**config.mk**
```make
export PLATFORM = sky130hd
export DESIGN_NAME = rsc_reset_ctrl
export DESIGN_NICKNAME = d
export VERILOG_FILES = /design/src/verilog/rsc_pkg.sv /design/src/verilog/rsc_reset_ctrl.sv
export SDC_FILE = /design/constraint.sdc
export NUM_CORES = 1
export LEC_CHECK = 0
export BUFFER_PORTS_ARGS = -buffer_cell sky130_fd_sc_hd__buf_2
export CAP_MARGIN = 30
export CORE_ASPECT_RATIO = 0.9
export CORE_MARGIN = 2
export CORE_UTILIZATION = 40
export CTS_BUF_LIST = sky130_fd_sc_hd__clkbuf_4 sky130_fd_sc_hd__clkbuf_8
export DETAILED_ROUTE_END_ITERATION = 6
export PLACE_DENSITY = 0.71
export SETUP_SLACK_MARGIN = 0.05
export SYNTH_ARGS = -nofsm -noshare
export SYNTH_HDL_FRONTEND = slang
export SYNTH_SLANG_ARGS = --single-unit
export TNS_END_PERCENT = 100
```
**constraint.sdc**
```tcl
create_clock -name mclk -period 2.7 [get_ports mclk]
set_input_delay 0 -clock mclk [delete_from_list [all_inputs] [get_ports mclk]]
set_output_delay 0 -clock mclk [all_outputs]
set_load 0.01 [all_outputs]
```
**src/verilog/rsc_pkg.sv**
```systemverilog
package rsc_pkg;
  // Register byte offsets on the AXI4-Lite slave
  localparam logic [3:0] OFS_CAUSE = 4'h0;
  localparam logic [3:0] OFS_CTRL = 4'h4;
  localparam logic [3:0] OFS_WAKE_EN = 4'h8;
  localparam logic [3:0] OFS_PORT_IN = 4'hC;
  // Cause register bit positions
  localparam int CAUSE_POR_BIT = 7;
  localparam int CAUSE_WAKE_BIT = 6;
  localparam int CAUSE_WDT_BIT = 5;
  localparam int CAUSE_PIN_BIT = 4;
  localparam int CAUSE_LOW_BIT = 0;
  // Control register bit positions
  localparam int CTRL_DBG_RST_BIT = 0;
  localparam int CTRL_PIN_LOW_BIT = 1;
  localparam int CTRL_LOW_IE_BIT = 2;
  localparam int CTRL_BOD_DIS_BIT = 3;
  localparam int CTRL_IRQ_EN_BIT = 4;
  localparam int CTRL_W = 5;
  // Reset values
  localparam logic [3:0] CAUSE_RST = 4'h8;
  localparam logic [CTRL_W-1:0] CTRL_RST = 5'h00;
  // Delay counts, in internal precision oscillator cycles
  localparam int DELAY_PLAIN_IPO = 66;
  localparam int DELAY_XTAL_IPO = 5000;
  localparam int DELAY_W = 13;
  // Oscillator start-up time and the clock it is counted on
  localparam int OSC_START_NS = 4000;
  localparam int MCLK_PERIOD_NS = 50;
  localparam int OSC_START_CYC = (OSC_START_NS + MCLK_PERIOD_NS - 1) / MCLK_PERIOD_NS;
  // Reset pin low width that always starts a reset in running mode, in system clocks
  localparam int PIN_LOW_MIN_CYC = 4;
  localparam int PIN_FILTER_CYC = 4;
  localparam int PIN_CNT_W = 8;
  // Reset vector location in program memory
  localparam logic [15:0] RESET_VEC_HI = 16'h0002;
  localparam logic [15:0] RESET_VEC_LO = 16'h0003;
  // AXI responses
  localparam logic [1:0] RESP_OKAY = 2'h0;
  localparam logic [1:0] RESP_SLVERR = 2'h2;

  // Sequencer states, Gray along reset -> run -> stop -> osc -> wake; wake -> run changes all three bits
  typedef enum logic [2:0] {
    ST_RESET = 3'h0,
    ST_RUN = 3'h1,
    ST_STOP = 3'h3,
    ST_OSC = 3'h2,
    ST_WAKE = 3'h6
  } rsc_state_t;
endpackage : rsc_pkg

```
**src/verilog/rsc_reset_ctrl.sv**
```systemverilog
`timescale 1ns/1ps
module rsc_reset_ctrl
  import rsc_pkg::*;
#(
  parameter int WAKE_W = 8,
  parameter int PLAIN_CYC = rsc_pkg::DELAY_PLAIN_IPO,
  parameter int XTAL_CYC = rsc_pkg::DELAY_XTAL_IPO,
  parameter int FILTER_CYC = rsc_pkg::PIN_FILTER_CYC
)
(
  input wire logic mclk,
  input wire logic rst,
  // AXI4-Lite slave
  input wire logic [3:0] s_axi_awaddr,
  input wire logic s_axi_awvalid,
  output logic s_axi_awready,
  input wire logic [31:0] s_axi_wdata,
  input wire logic [3:0] s_axi_wstrb,
  input wire logic s_axi_wvalid,
  output logic s_axi_wready,
  output logic [1:0] s_axi_bresp,
  output logic s_axi_bvalid,
  input wire logic s_axi_bready,
  input wire logic [3:0] s_axi_araddr,
  input wire logic s_axi_arvalid,
  output logic s_axi_arready,
  output logic [31:0] s_axi_rdata,
  output logic [1:0] s_axi_rresp,
  output logic s_axi_rvalid,
  input wire logic s_axi_rready,
  // Analog detectors, oscillator tick and option bits
  input wire logic supply_por_ok,
  input wire logic brownout_detector,
  input wire logic supply_low,
  input wire logic ipo_tick,
  input wire logic opt_xtal_en,
  input wire logic watchdog_reset_option,
  input wire logic brownout_in_sleep_option,
  // Events from core and watchdog
  input wire logic watchdog_timeout,
  input wire logic stop_req,
  // Pins
  input wire logic reset_pin_i,
  output logic reset_pin_o,
  output logic reset_pin_oe,
  input wire logic debug_pin_i,
  input wire logic [WAKE_W-1:0] wake_pins_i,
  // Results
  output logic core_rst,
  output logic chip_rst,
  output logic debugger_rst,
  output logic vector_fetch,
  output logic [15:0] vector_addr,
  output logic ctl_reinit,
  output logic ipo_select,
  output logic brownout_enable,
  output logic watchdog_irq,
  output logic low_supply_irq,
  output logic port_load,
  output logic [WAKE_W-1:0] port_pin_irq
);
  import rsc_pkg::*;

  localparam logic [DELAY_W-1:0] PLAIN_T = DELAY_W'(PLAIN_CYC - 1);
  localparam logic [DELAY_W-1:0] XTAL_T = DELAY_W'(XTAL_CYC - 1);
  localparam logic [DELAY_W-1:0] OSC_T = DELAY_W'(OSC_START_CYC - 1);
  localparam logic [PIN_CNT_W-1:0] PIN_MIN = PIN_CNT_W'(PIN_LOW_MIN_CYC);
  localparam logic [PIN_CNT_W-1:0] PIN_FILT = PIN_CNT_W'(FILTER_CYC);

  typedef struct packed {
    rsc_state_t st;
    logic [DELAY_W-1:0] cnt;
    logic pin_s1;
    logic pin_s2;
    logic [PIN_CNT_W-1:0] low_cnt;
    logic internal_src;
    logic wdt_irq_pend;
    logic [3:0] cause;
    logic [CTRL_W-1:0] ctrl;
    logic [WAKE_W-1:0] wake_en;
    logic [WAKE_W-1:0] last_pins;
    logic [WAKE_W-1:0] port_in;
    logic [WAKE_W-1:0] pin_irq;
    logic port_load;
    logic fetch;
    logic [15:0] vec;
    logic reinit;
    logic ipo_sel;
    logic wdt_irq;
    logic bvalid;
    logic [1:0] bresp;
    logic rvalid;
    logic [1:0] rresp;
    logic [31:0] rdata;
  } rsc_regs_t;

  rsc_regs_t q;
  rsc_regs_t d;

  logic bod_en;
  logic low_live;
  logic por_hold;
  logic pin_trig;
  logic wr_go;
  logic rd_go;
  logic [DELAY_W-1:0] delay_t;
  logic [WAKE_W-1:0] pin_change;

  // Brownout and low-supply share the detector; power-down keeps it only by option
  assign bod_en = !q.ctrl[CTRL_BOD_DIS_BIT]
                  && (q.st != ST_STOP || brownout_in_sleep_option);
  assign low_live = supply_low && bod_en;
  assign por_hold = !supply_por_ok || (brownout_detector && bod_en);
  assign delay_t = opt_xtal_en ? XTAL_T : PLAIN_T;
  assign pin_change = (wake_pins_i ^ q.last_pins) & q.wake_en;
  // Running mode needs four synced lows; power-down uses the FILTER_CYC count instead
  assign pin_trig = (q.st == ST_STOP) ? (q.low_cnt >= PIN_FILT)
                                      : (q.low_cnt >= PIN_MIN);

  // Write and read handshakes; one transfer of each kind at a time
  assign wr_go = s_axi_awvalid && s_axi_wvalid && !q.bvalid;
  assign rd_go = s_axi_arvalid && !q.rvalid;
  assign s_axi_awready = wr_go;
  assign s_axi_wready = wr_go;
  assign s_axi_arready = rd_go;

  // Next-state logic for the whole block
  always_comb
  begin
    d = q;
    d.fetch = 1'b0;
    d.reinit = 1'b0;
    d.wdt_irq = 1'b0;
    d.port_load = 1'b0;
    d.pin_irq = '0;
    // Two-flop synchroniser; only the second flop feeds the width counter
    d.pin_s1 = reset_pin_i;
    d.pin_s2 = q.pin_s1;
    // Count synced low width; our reset-state drive of the pin is not counted, the CTRL_PIN_LOW_BIT drive is
    if (q.pin_s2 || q.internal_src)
    begin
      d.low_cnt = '0;
    end
    else if (q.low_cnt != '1)
    begin
      d.low_cnt = q.low_cnt + PIN_CNT_W'(1);
    end

    // Register writes
    if (q.bvalid && s_axi_bready)
    begin
      d.bvalid = 1'b0;
    end
    if (wr_go)
    begin
      d.bvalid = 1'b1;
      d.bresp = RESP_OKAY;
      case (s_axi_awaddr)
        OFS_CTRL:
          if (s_axi_wstrb[0])
            d.ctrl = s_axi_wdata[CTRL_W-1:0];
        OFS_WAKE_EN:
          if (s_axi_wstrb[0])
            d.wake_en = s_axi_wdata[WAKE_W-1:0];
        OFS_CAUSE, OFS_PORT_IN: d.bresp = RESP_OKAY; // Read-only, write ignored
        default: d.bresp = RESP_SLVERR;
      endcase
    end

    // Register reads; reading the cause register clears its upper flags
    if (q.rvalid && s_axi_rready)
    begin
      d.rvalid = 1'b0;
    end
    if (rd_go)
    begin
      d.rvalid = 1'b1;
      d.rresp = RESP_OKAY;
      d.rdata = '0;
      case (s_axi_araddr)
        OFS_CAUSE:
        begin
          d.rdata[CAUSE_POR_BIT:CAUSE_PIN_BIT] = q.cause;
          d.rdata[CAUSE_LOW_BIT] = low_live;
          d.cause = 4'h0;
        end
        OFS_CTRL: d.rdata[CTRL_W-1:0] = q.ctrl;
        OFS_WAKE_EN: d.rdata[WAKE_W-1:0] = q.wake_en;
        OFS_PORT_IN: d.rdata[WAKE_W-1:0] = q.port_in;
        default: d.rresp = RESP_SLVERR;
      endcase
    end

    // Sequencer; cause updates below come after the read clear, so events win
    case (q.st)
      ST_RESET:
      begin
        if (por_hold)
        begin
          d.cnt = '0;
          d.internal_src = 1'b1;
          d.cause = 4'h8;
        end
        else if (q.cnt != delay_t)
        begin
          if (ipo_tick)
            d.cnt = q.cnt + DELAY_W'(1);
        end
        else
        begin
          // Delay over: release our drive, then wait for the pin to read high
          d.internal_src = 1'b0;
          if (q.pin_s2 && !q.internal_src)
          begin
            d.st = ST_RUN;
            d.fetch = 1'b1;
            d.vec = RESET_VEC_HI;
            d.ipo_sel = 1'b1;
          end
        end
      end
      ST_RUN:
      begin
        d.last_pins = wake_pins_i;
        if (q.wdt_irq_pend && q.ctrl[CTRL_IRQ_EN_BIT])
        begin
          d.wdt_irq = 1'b1;
        end
        d.wdt_irq_pend = 1'b0;
        if (por_hold)
        begin
          d.st = ST_RESET;
          d.cnt = '0;
          d.internal_src = 1'b1;
          d.cause = 4'h8;
          d.ctrl = CTRL_RST;
        end
        else if (q.ctrl[CTRL_DBG_RST_BIT])
        begin
          d.st = ST_RESET;
          d.cnt = '0;
          d.internal_src = 1'b1;
          d.cause = 4'h8;
          d.ctrl = CTRL_RST;
        end
        else if (pin_trig)
        begin
          d.st = ST_RESET;
          d.cnt = '0;
          d.internal_src = 1'b0;
          d.cause = 4'h1;
          d.ctrl = CTRL_RST;
        end
        else if (watchdog_timeout && watchdog_reset_option)
        begin
          d.st = ST_RESET;
          d.cnt = '0;
          d.internal_src = 1'b1;
          d.cause = {1'b0, 1'b0, 1'b1, q.cause[0]};
          d.ctrl = CTRL_RST;
        end
        else
        begin
          if (watchdog_timeout)
          begin
            d.wdt_irq = 1'b1;
            d.cause[1] = 1'b1;
          end
          if (stop_req)
          begin
            d.st = ST_STOP;
          end
        end
      end
      ST_STOP:
      begin
        d.ipo_sel = 1'b0;
        if (por_hold || !debug_pin_i || pin_trig)
        begin
          d.st = ST_RESET;
          d.cnt = '0;
          d.internal_src = !pin_trig;
          d.cause = pin_trig ? 4'h1 : 4'h8;
          d.ctrl = CTRL_RST;
        end
        else if (watchdog_timeout || (pin_change != '0))
        begin
          d.st = ST_OSC;
          d.cnt = '0;
          d.reinit = 1'b1;
          d.ipo_sel = 1'b1;
          d.wdt_irq_pend = watchdog_timeout && !watchdog_reset_option;
          d.cause = watchdog_timeout ? 4'h6 : 4'h4;
        end
      end
      ST_OSC:
      begin
        // Oscillator start-up is timed on the system clock
        if (q.cnt == OSC_T)
        begin
          d.st = ST_WAKE;
          d.cnt = '0;
        end
        else
          d.cnt = q.cnt + DELAY_W'(1);
      end
      ST_WAKE:
      begin
        if (q.cnt != delay_t)
        begin
          if (ipo_tick)
            d.cnt = q.cnt + DELAY_W'(1);
        end
        else
        begin
          // All levels reach the port at the end of the delay; only pins still changed then raise port_pin_irq
          d.st = ST_RUN;
          d.fetch = 1'b1;
          d.vec = RESET_VEC_HI;
          d.port_in = wake_pins_i;
          d.port_load = 1'b1;
          d.pin_irq = pin_change;
        end
      end
      default:
      begin
        d.st = ST_RESET;
        d.cnt = '0;
      end
    endcase
  end

  // State register; cause starts as power-on
  always_ff @(posedge mclk or posedge rst)
  begin
    if (rst)
    begin
      q <= '{st: ST_RESET, cnt: '0, pin_s1: 1'b1, pin_s2: 1'b1, low_cnt: '0,
             internal_src: 1'b1, wdt_irq_pend: 1'b0, cause: CAUSE_RST, ctrl: CTRL_RST,
             wake_en: '0, last_pins: '0, port_in: '0, pin_irq: '0, port_load: 1'b0,
             fetch: 1'b0, vec: RESET_VEC_HI, reinit: 1'b0, ipo_sel: 1'b1, wdt_irq: 1'b0,
             bvalid: 1'b0, bresp: RESP_OKAY, rvalid: 1'b0, rresp: RESP_OKAY, rdata: '0};
    end
    else
    begin
      q <= d;
    end
  end

  // Outputs; pin is open drain, low only while we enable it
  assign reset_pin_o = 1'b0;
  assign reset_pin_oe = (q.st == ST_RESET && q.internal_src)
                        || q.ctrl[CTRL_PIN_LOW_BIT];
  assign core_rst = (q.st != ST_RUN);
  assign chip_rst = (q.st == ST_RESET);
  assign debugger_rst = (q.st == ST_RESET) && q.cause[3] && !supply_por_ok;
  assign vector_fetch = q.fetch;
  assign vector_addr = q.vec;
  assign ctl_reinit = q.reinit;
  assign ipo_select = q.ipo_sel;
  assign brownout_enable = bod_en;
  assign watchdog_irq = q.wdt_irq;
  assign low_supply_irq = low_live && q.ctrl[CTRL_LOW_IE_BIT];
  assign port_load = q.port_load;
  assign port_pin_irq = q.pin_irq;
  assign s_axi_bvalid = q.bvalid;
  assign s_axi_bresp = q.bresp;
  assign s_axi_rvalid = q.rvalid;
  assign s_axi_rresp = q.rresp;
  assign s_axi_rdata = q.rdata;
endmodule : rsc_reset_ctrl
```
* Word level (Yosys, flattened, before mapping)
Cells that the tools add are included.
Storage, ports and cells: register bits after elaboration 104, input port bits 70, word-level logic and storage cells 194, output and inout bits 77
Operators by class: $add $sub $neg 2, muxes and demuxes 83, bitwise operators 3, magnitude comparators 1, reduce and logical (&&, ||, !) cells 52, eq/ne operators 28
Operator list (count):
- 13-bit 2-to-1 mux | 7
- 16-bit 2-to-1 mux | 5
- 16-bit case mux with 5 select lines | 1
- 17-bit 2-to-1 mux | 3
- 9-bit 2-to-1 mux | 4
- 35-bit 2-to-1 mux | 1
- 17-bit case mux with 2 select lines | 1
- 8-bit 2-to-1 mux | 4
- 26-bit 2-to-1 mux | 1
- 3-bit 2-to-1 mux | 8
- 1-bit 2-to-1 mux | 23
- 4-bit 2-to-1 mux | 5
- 5-bit 2-to-1 mux | 4
- 3-bit case mux with 3 select lines | 2
- 4-bit == test (second input constant) | 4
- 1-bit logical AND | 16
- 13-bit by 1-bit adder with 13-bit output (second input constant) | 1
- 13-bit by 7-bit == test with 1-bit output (second input constant) | 1
- 13-bit inequality test | 1
- 2-bit 2-to-1 mux | 6
- 4-bit case mux with 3 select lines | 1
- 2-bit nonzero test | 6
- 2-bit inequality test (second input constant) | 5
- 5-bit inequality test (second input constant) | 2
- other kinds (32) | 57

* Depth between registers and ports, before layout
depth in word-level cells 9, gate-level depth with buffers 8, gate-level depth less buffers 7

* Worst setup path before layout
OpenSTA, ideal clock, no wires.
path kind reg2reg, from register q[114] (netlist bit), to register q[125] (netlist bit), period minus slack after synthesis 2.278 ns, required time 2.570 ns, path slack 0.422 ns, data arrival time 2.149 ns, stages on the path, launching flop included 7, path buffers 0, setup time 0.130 ns, cell sequence dfrtp_1 or4_1 nor4_2 o2111ai_1 a41o_1 or4b_4 mux2i_1
Between the ends: cells in the longest elaborated chain, start to end 3, elaborated cells between the ends (all ways) 6, those cells by class eq/ne: 5; reduce/logical: 1
Ends and longest elaborated chain:
- start, declared | RTL line rsc_reset_ctrl.sv:97 | rsc_regs_t q;
- start signal, assigned | RTL line rsc_reset_ctrl.sv:338 | q <= '{st: ST_RESET, cnt: '0, pin_s1: 1'b1, pin_s2: 1'b1, low_cnt: '0,
- 13-bit by 7-bit == test with 1-bit output or 13-bit inequality test (tied branches) | RTL line rsc_reset_ctrl.sv:299, rsc_reset_ctrl.sv:204, rsc_reset_ctrl.sv:309
- 2-bit inequality test (no line)
- 7-bit AND reduction (no line) (*)
Mark *: on every way between the ends. The rest lies on a longest branch, timed or not. A chain may end at the register's enable or synchronous reset.

* Final worst setup path
from register q[120] (netlist bit), to register q[125] (netlist bit)
The elaborated chain is that of the path after synthesis.

==> key figures <==
Placement
  – Inst Count DP: 713
  – Placed Area: around 5000 sq um
  – Port bufs: between 70 and 80
  – DP HPWL: 8.464 mm
  – Placer Congestion: 0.9563

Drt
  – Drt initial violations: about 370
  – WL/cell: 15.10 microns
  – Routed vias: between 3000 and 4000
  – Detailed Route WL: about 11 mm
  – ANT nets after route: 0
  – Via/cell ratio: about 5.2
  – DRT Pass-1 Iters: 5
  – DRC viols: 0

Floorplan
  – Die W: between 100 and 150 microns
  – Rows: 38
  – Ports: about 150
  – Chip Height: ~110 microns
  – DIE AREA: about 13000 sq um
  – Initial Util: 0.4058
  – Core area: 11890 sq um

GRT
  – Total global routing overflow: 0
  – GRT Util Overall: 0.1844
  – Pin count of the biggest net entering global routing: 36
  – First-pass GRT wire length: 18.84 mm
  – Number of global-route vias before repair: 3823
  – Antenna violations before repair: 0

Worst setup path
  – Worst Path Buf+Inv: 0
  – Critical R2R Capture: q[125]
  – Worst-path cell chain: or4_1, nor4_2, o2111ai_2, a41o_1, or4b_4, mux2i_1
  – Slowest stage delay, CP: 0.50 ns
  – CP arrival: around 2.7 ns
  – Worst R2R Start: q[120]
  – Slowest stage cell, crit path: or4_1
  – CP Launch Type: flip-flop
  – Crit path max fanout: 6
  – Critical Path RT: 2.94 ns
  – FF-to-FF path depth: 6
  – Critical path class: flip-flop to flip-flop
  – CP delay by family, top: simple AND/OR/NAND/NOR gates
  – Critical path capture point type: flip-flop
  – R2r setup slk: 0.23 ns

Cells and area
  – Finished Layout Cells: 755
  – Layout cell share with drive strength beyond 1: 0.2269
  – Final net count: about 660
  – Antenna diodes: 0
  – Highest-count cells in the layout ignoring fill and taps: dfrtp_1 (81), buf_2 (77), nand2_1 (49), conb_1 (42), nor2_1 (37)
  – Area Growth Syn to Fin: 16.52%
  – Commonest non-fill, non-tap cell in the layout: dfrtp_1
  – Finished Cell Area: between 5000 and 6000 sq um

Status
  – Status: completed

Synth
  – Synth Area in Compound Gates: 0.1416
  – Synthesized area: approximately 4800 sq um
  – Gate Count Post-Synth: 498
  – YS warnings: 0
  – Largest family of logic cells by synthesized area: simple AND/OR/NAND/NOR gates
  – Synthesis-stage register bit count: 87
  – Mux cell area share after synthesis: 0.07756
  – Netlist cell types: 64
  – Main flop type after synthesis: dfrtp_1
  – Adder-Cell Fraction of Synth Area: 0.007782
  – Number of flops mapped to enable cells by yosys: 0
  – Synthesized area per cell: about 9.7 sq um
  – Sequential-to-total area share from yosys stat: 0.4529
  – Async S/R FF share, synth: 1.000
  – XOR/XNOR Fraction of Synth Area: 0.01816
  – Simple-gate portion of the synthesized area: 0.1852

Timing
  – # setup viols final: 0
  – Max-slew headroom: 0.5384
  – Post-route minimum period: between 2 and 2.5 ns
  – Hold Vio Cnt, Final: 0
  – Setup TNS: 0 ns
  – Clock skew: 0.01266 ns
  – Worst-Margin Slew: a little under 0.7 ns
  – Max-slew violations: 0
  – Fin crit share: 0.9151
  – Max Freq: ~0.40 GHz
  – Unrepaired setup endpoints after global routing: false

Hold path
  – WHS Endpoint: s_axi_rresp[1]
  – Hold WC Path Type: input pin to flip-flop
  – Hold Startpoint: s_axi_araddr[0]
  – Hold path depth: 4

Pwr
  – Pint: 1960 uW
  – Leakage: 0.002761 uW
  – Power share of the sequential group: 0.526
  – Power Density: around 470 nW/um^2
  – Comb power frac: 0.126
  – Switching Fraction: 0.2639
  – Worst vdd ir: ~0.25 mV
  – Psw: roughly 700 uW
  – Clock network fraction of design power: 0.348

Run
  – Max cap viols: 0

Clocking
  – H-tree level count: 3
  – TritonCTS clock tree: yes
  – Worst-path clk slew: 0.08 ns
  – Post-CTS setup buffers: 0
  – Worst-Skew Late Latency: approximately 0.36 ns
  – CTS Buffer Depth: 2
  – Number of buffers created by CTS: 9
  – CTS sink count: 87
  – Root buffer cell: clkbuf_8
-- what timing repair did --
action | in CTS | in global routing
gates resized for setup | 0 | 2
setup endpoints to repair | 0 | 11
hold endpoints to repair | 71 | 0
hold buffers | 27 | 0
-- Yosys cell counts, types with 7 or more instances --
library cell	n	area (sq um)
inv_1	10	37.54
a21oi_1	15	75.07
nand3b_1	7	52.55
dfrtp_1	81	2027
mux2i_1	7	70.07
o21ai_0	15	75.07
o21ai_1	11	55.05
mux2_2	14	157.7
nand2_1	49	183.9
mux2_1	9	101.4
nand3_1	17	85.08
clkbuf_1	11	41.29
a22oi_1	12	90.09
buf_4	62	465.5
nor3_1	11	55.05
or2_1	7	43.79
nor2_1	37	138.9
a31oi_1	14	87.58
and3_1	16	100.1
xor2_1	9	78.83
-- power by group through the flow --
| stage | combinational, uW | clock, uW | sequential, uW |
|---|---|---|---|
| 6_report | 335 | 926 | 1400 |
| 5_1_grt | 378 | 998 | 1410 |
| 4_1_cts | 335 | 946 | 1400 |
| 3_5_place_dp | 301 | 0 | 1420 |
| 3_3_place_gp | 294 | 0 | 1420 |
| 2_1_floorplan | 250 | 0 | 1410 |
-- worst max-delay path by stage --
| stage | from | end | slack (ns) | depth (start not counted) |
|---|---|---|---|---|
| after global placement | q[124] | q[125] | 0.21 | 6 |
| after floorplan | q[114] | q[125] | 0.42 | 6 |
| after CTS | q[124] | q[122] | 0.17 | 7 |
| after global routing | q[125] | q[120] | 0.1 | 6 |
| after detailed placement | q[124] | q[125] | 0.19 | 6 |
| final | q[120] | q[125] | 0.23 | 6 |
-- through the flow --
step | hold slack [ns] | power, uW | worst slack (ns) | utilization
floorplan | 0.004478 | 1661 | 0.4217 | -
global placement | 0.08369 | 1716 | 0.2103 | 0.4321
detailed placement | 0.08872 | 1725 | 0.1858 | 0.4321
CTS | 0.03809 | 2680 | 0.1689 | 0.4717
global route | 0.08100 | 2786 | 0.09908 | 0.4728
finish | 0.04012 | 2662 | 0.2291 | 0.4728
-- registers in the layout, summed over array words and instances (netlist names) --
register,flops
d,1
watchdog_irq,1
ctl_reinit,1
vector_addr,1
q,60
s_axi_rvalid,1
s_axi_bvalid,1
port_load,1
s_axi_rdata,8
vector_fetch,1
s_axi_bresp,1
port_pin_irq,8
s_axi_rresp,1
ipo_select,1
-- layer usage --
layer  global-route usage  routed length, microns  vias up
met1               0.2543                    5113     1896
li1                     -                       -     1859
met3              0.03481                     783       23
met2               0.2804                    5216      163
met5                    0                       0        -
met4              0.08992                     287        0
-- worst register-to-register path, stage by stage, from the launching register on --
cell	delay, ns
dfrtp_1	0.46
or4_1	0.50
nor4_2	0.19
o2111ai_2	0.25
a41o_1	0.33
or4b_4	0.49
mux2i_1	0.13
-- cells by family after synthesis --
kind of cell / count (synthesis)
compound gates: 102
simple gates: 176
mux: 32
fa+ha+maj: 3
other cells: 1
xor+xnor: 10
flops: 87
buf+inv: 87
-- area by class of cell --
class                      instances  area [sq um]
tap                              160         200.2
timing repair buffer             115         738.2
clock buffer                      11         145.1
clock inverter                     4         55.05
sequential                        87          2185
fill                            1123          6266
multi-input combinational        365          2247
inverter                          13         50.05
No activity file was read; power rests on OpenSTA's default activity.
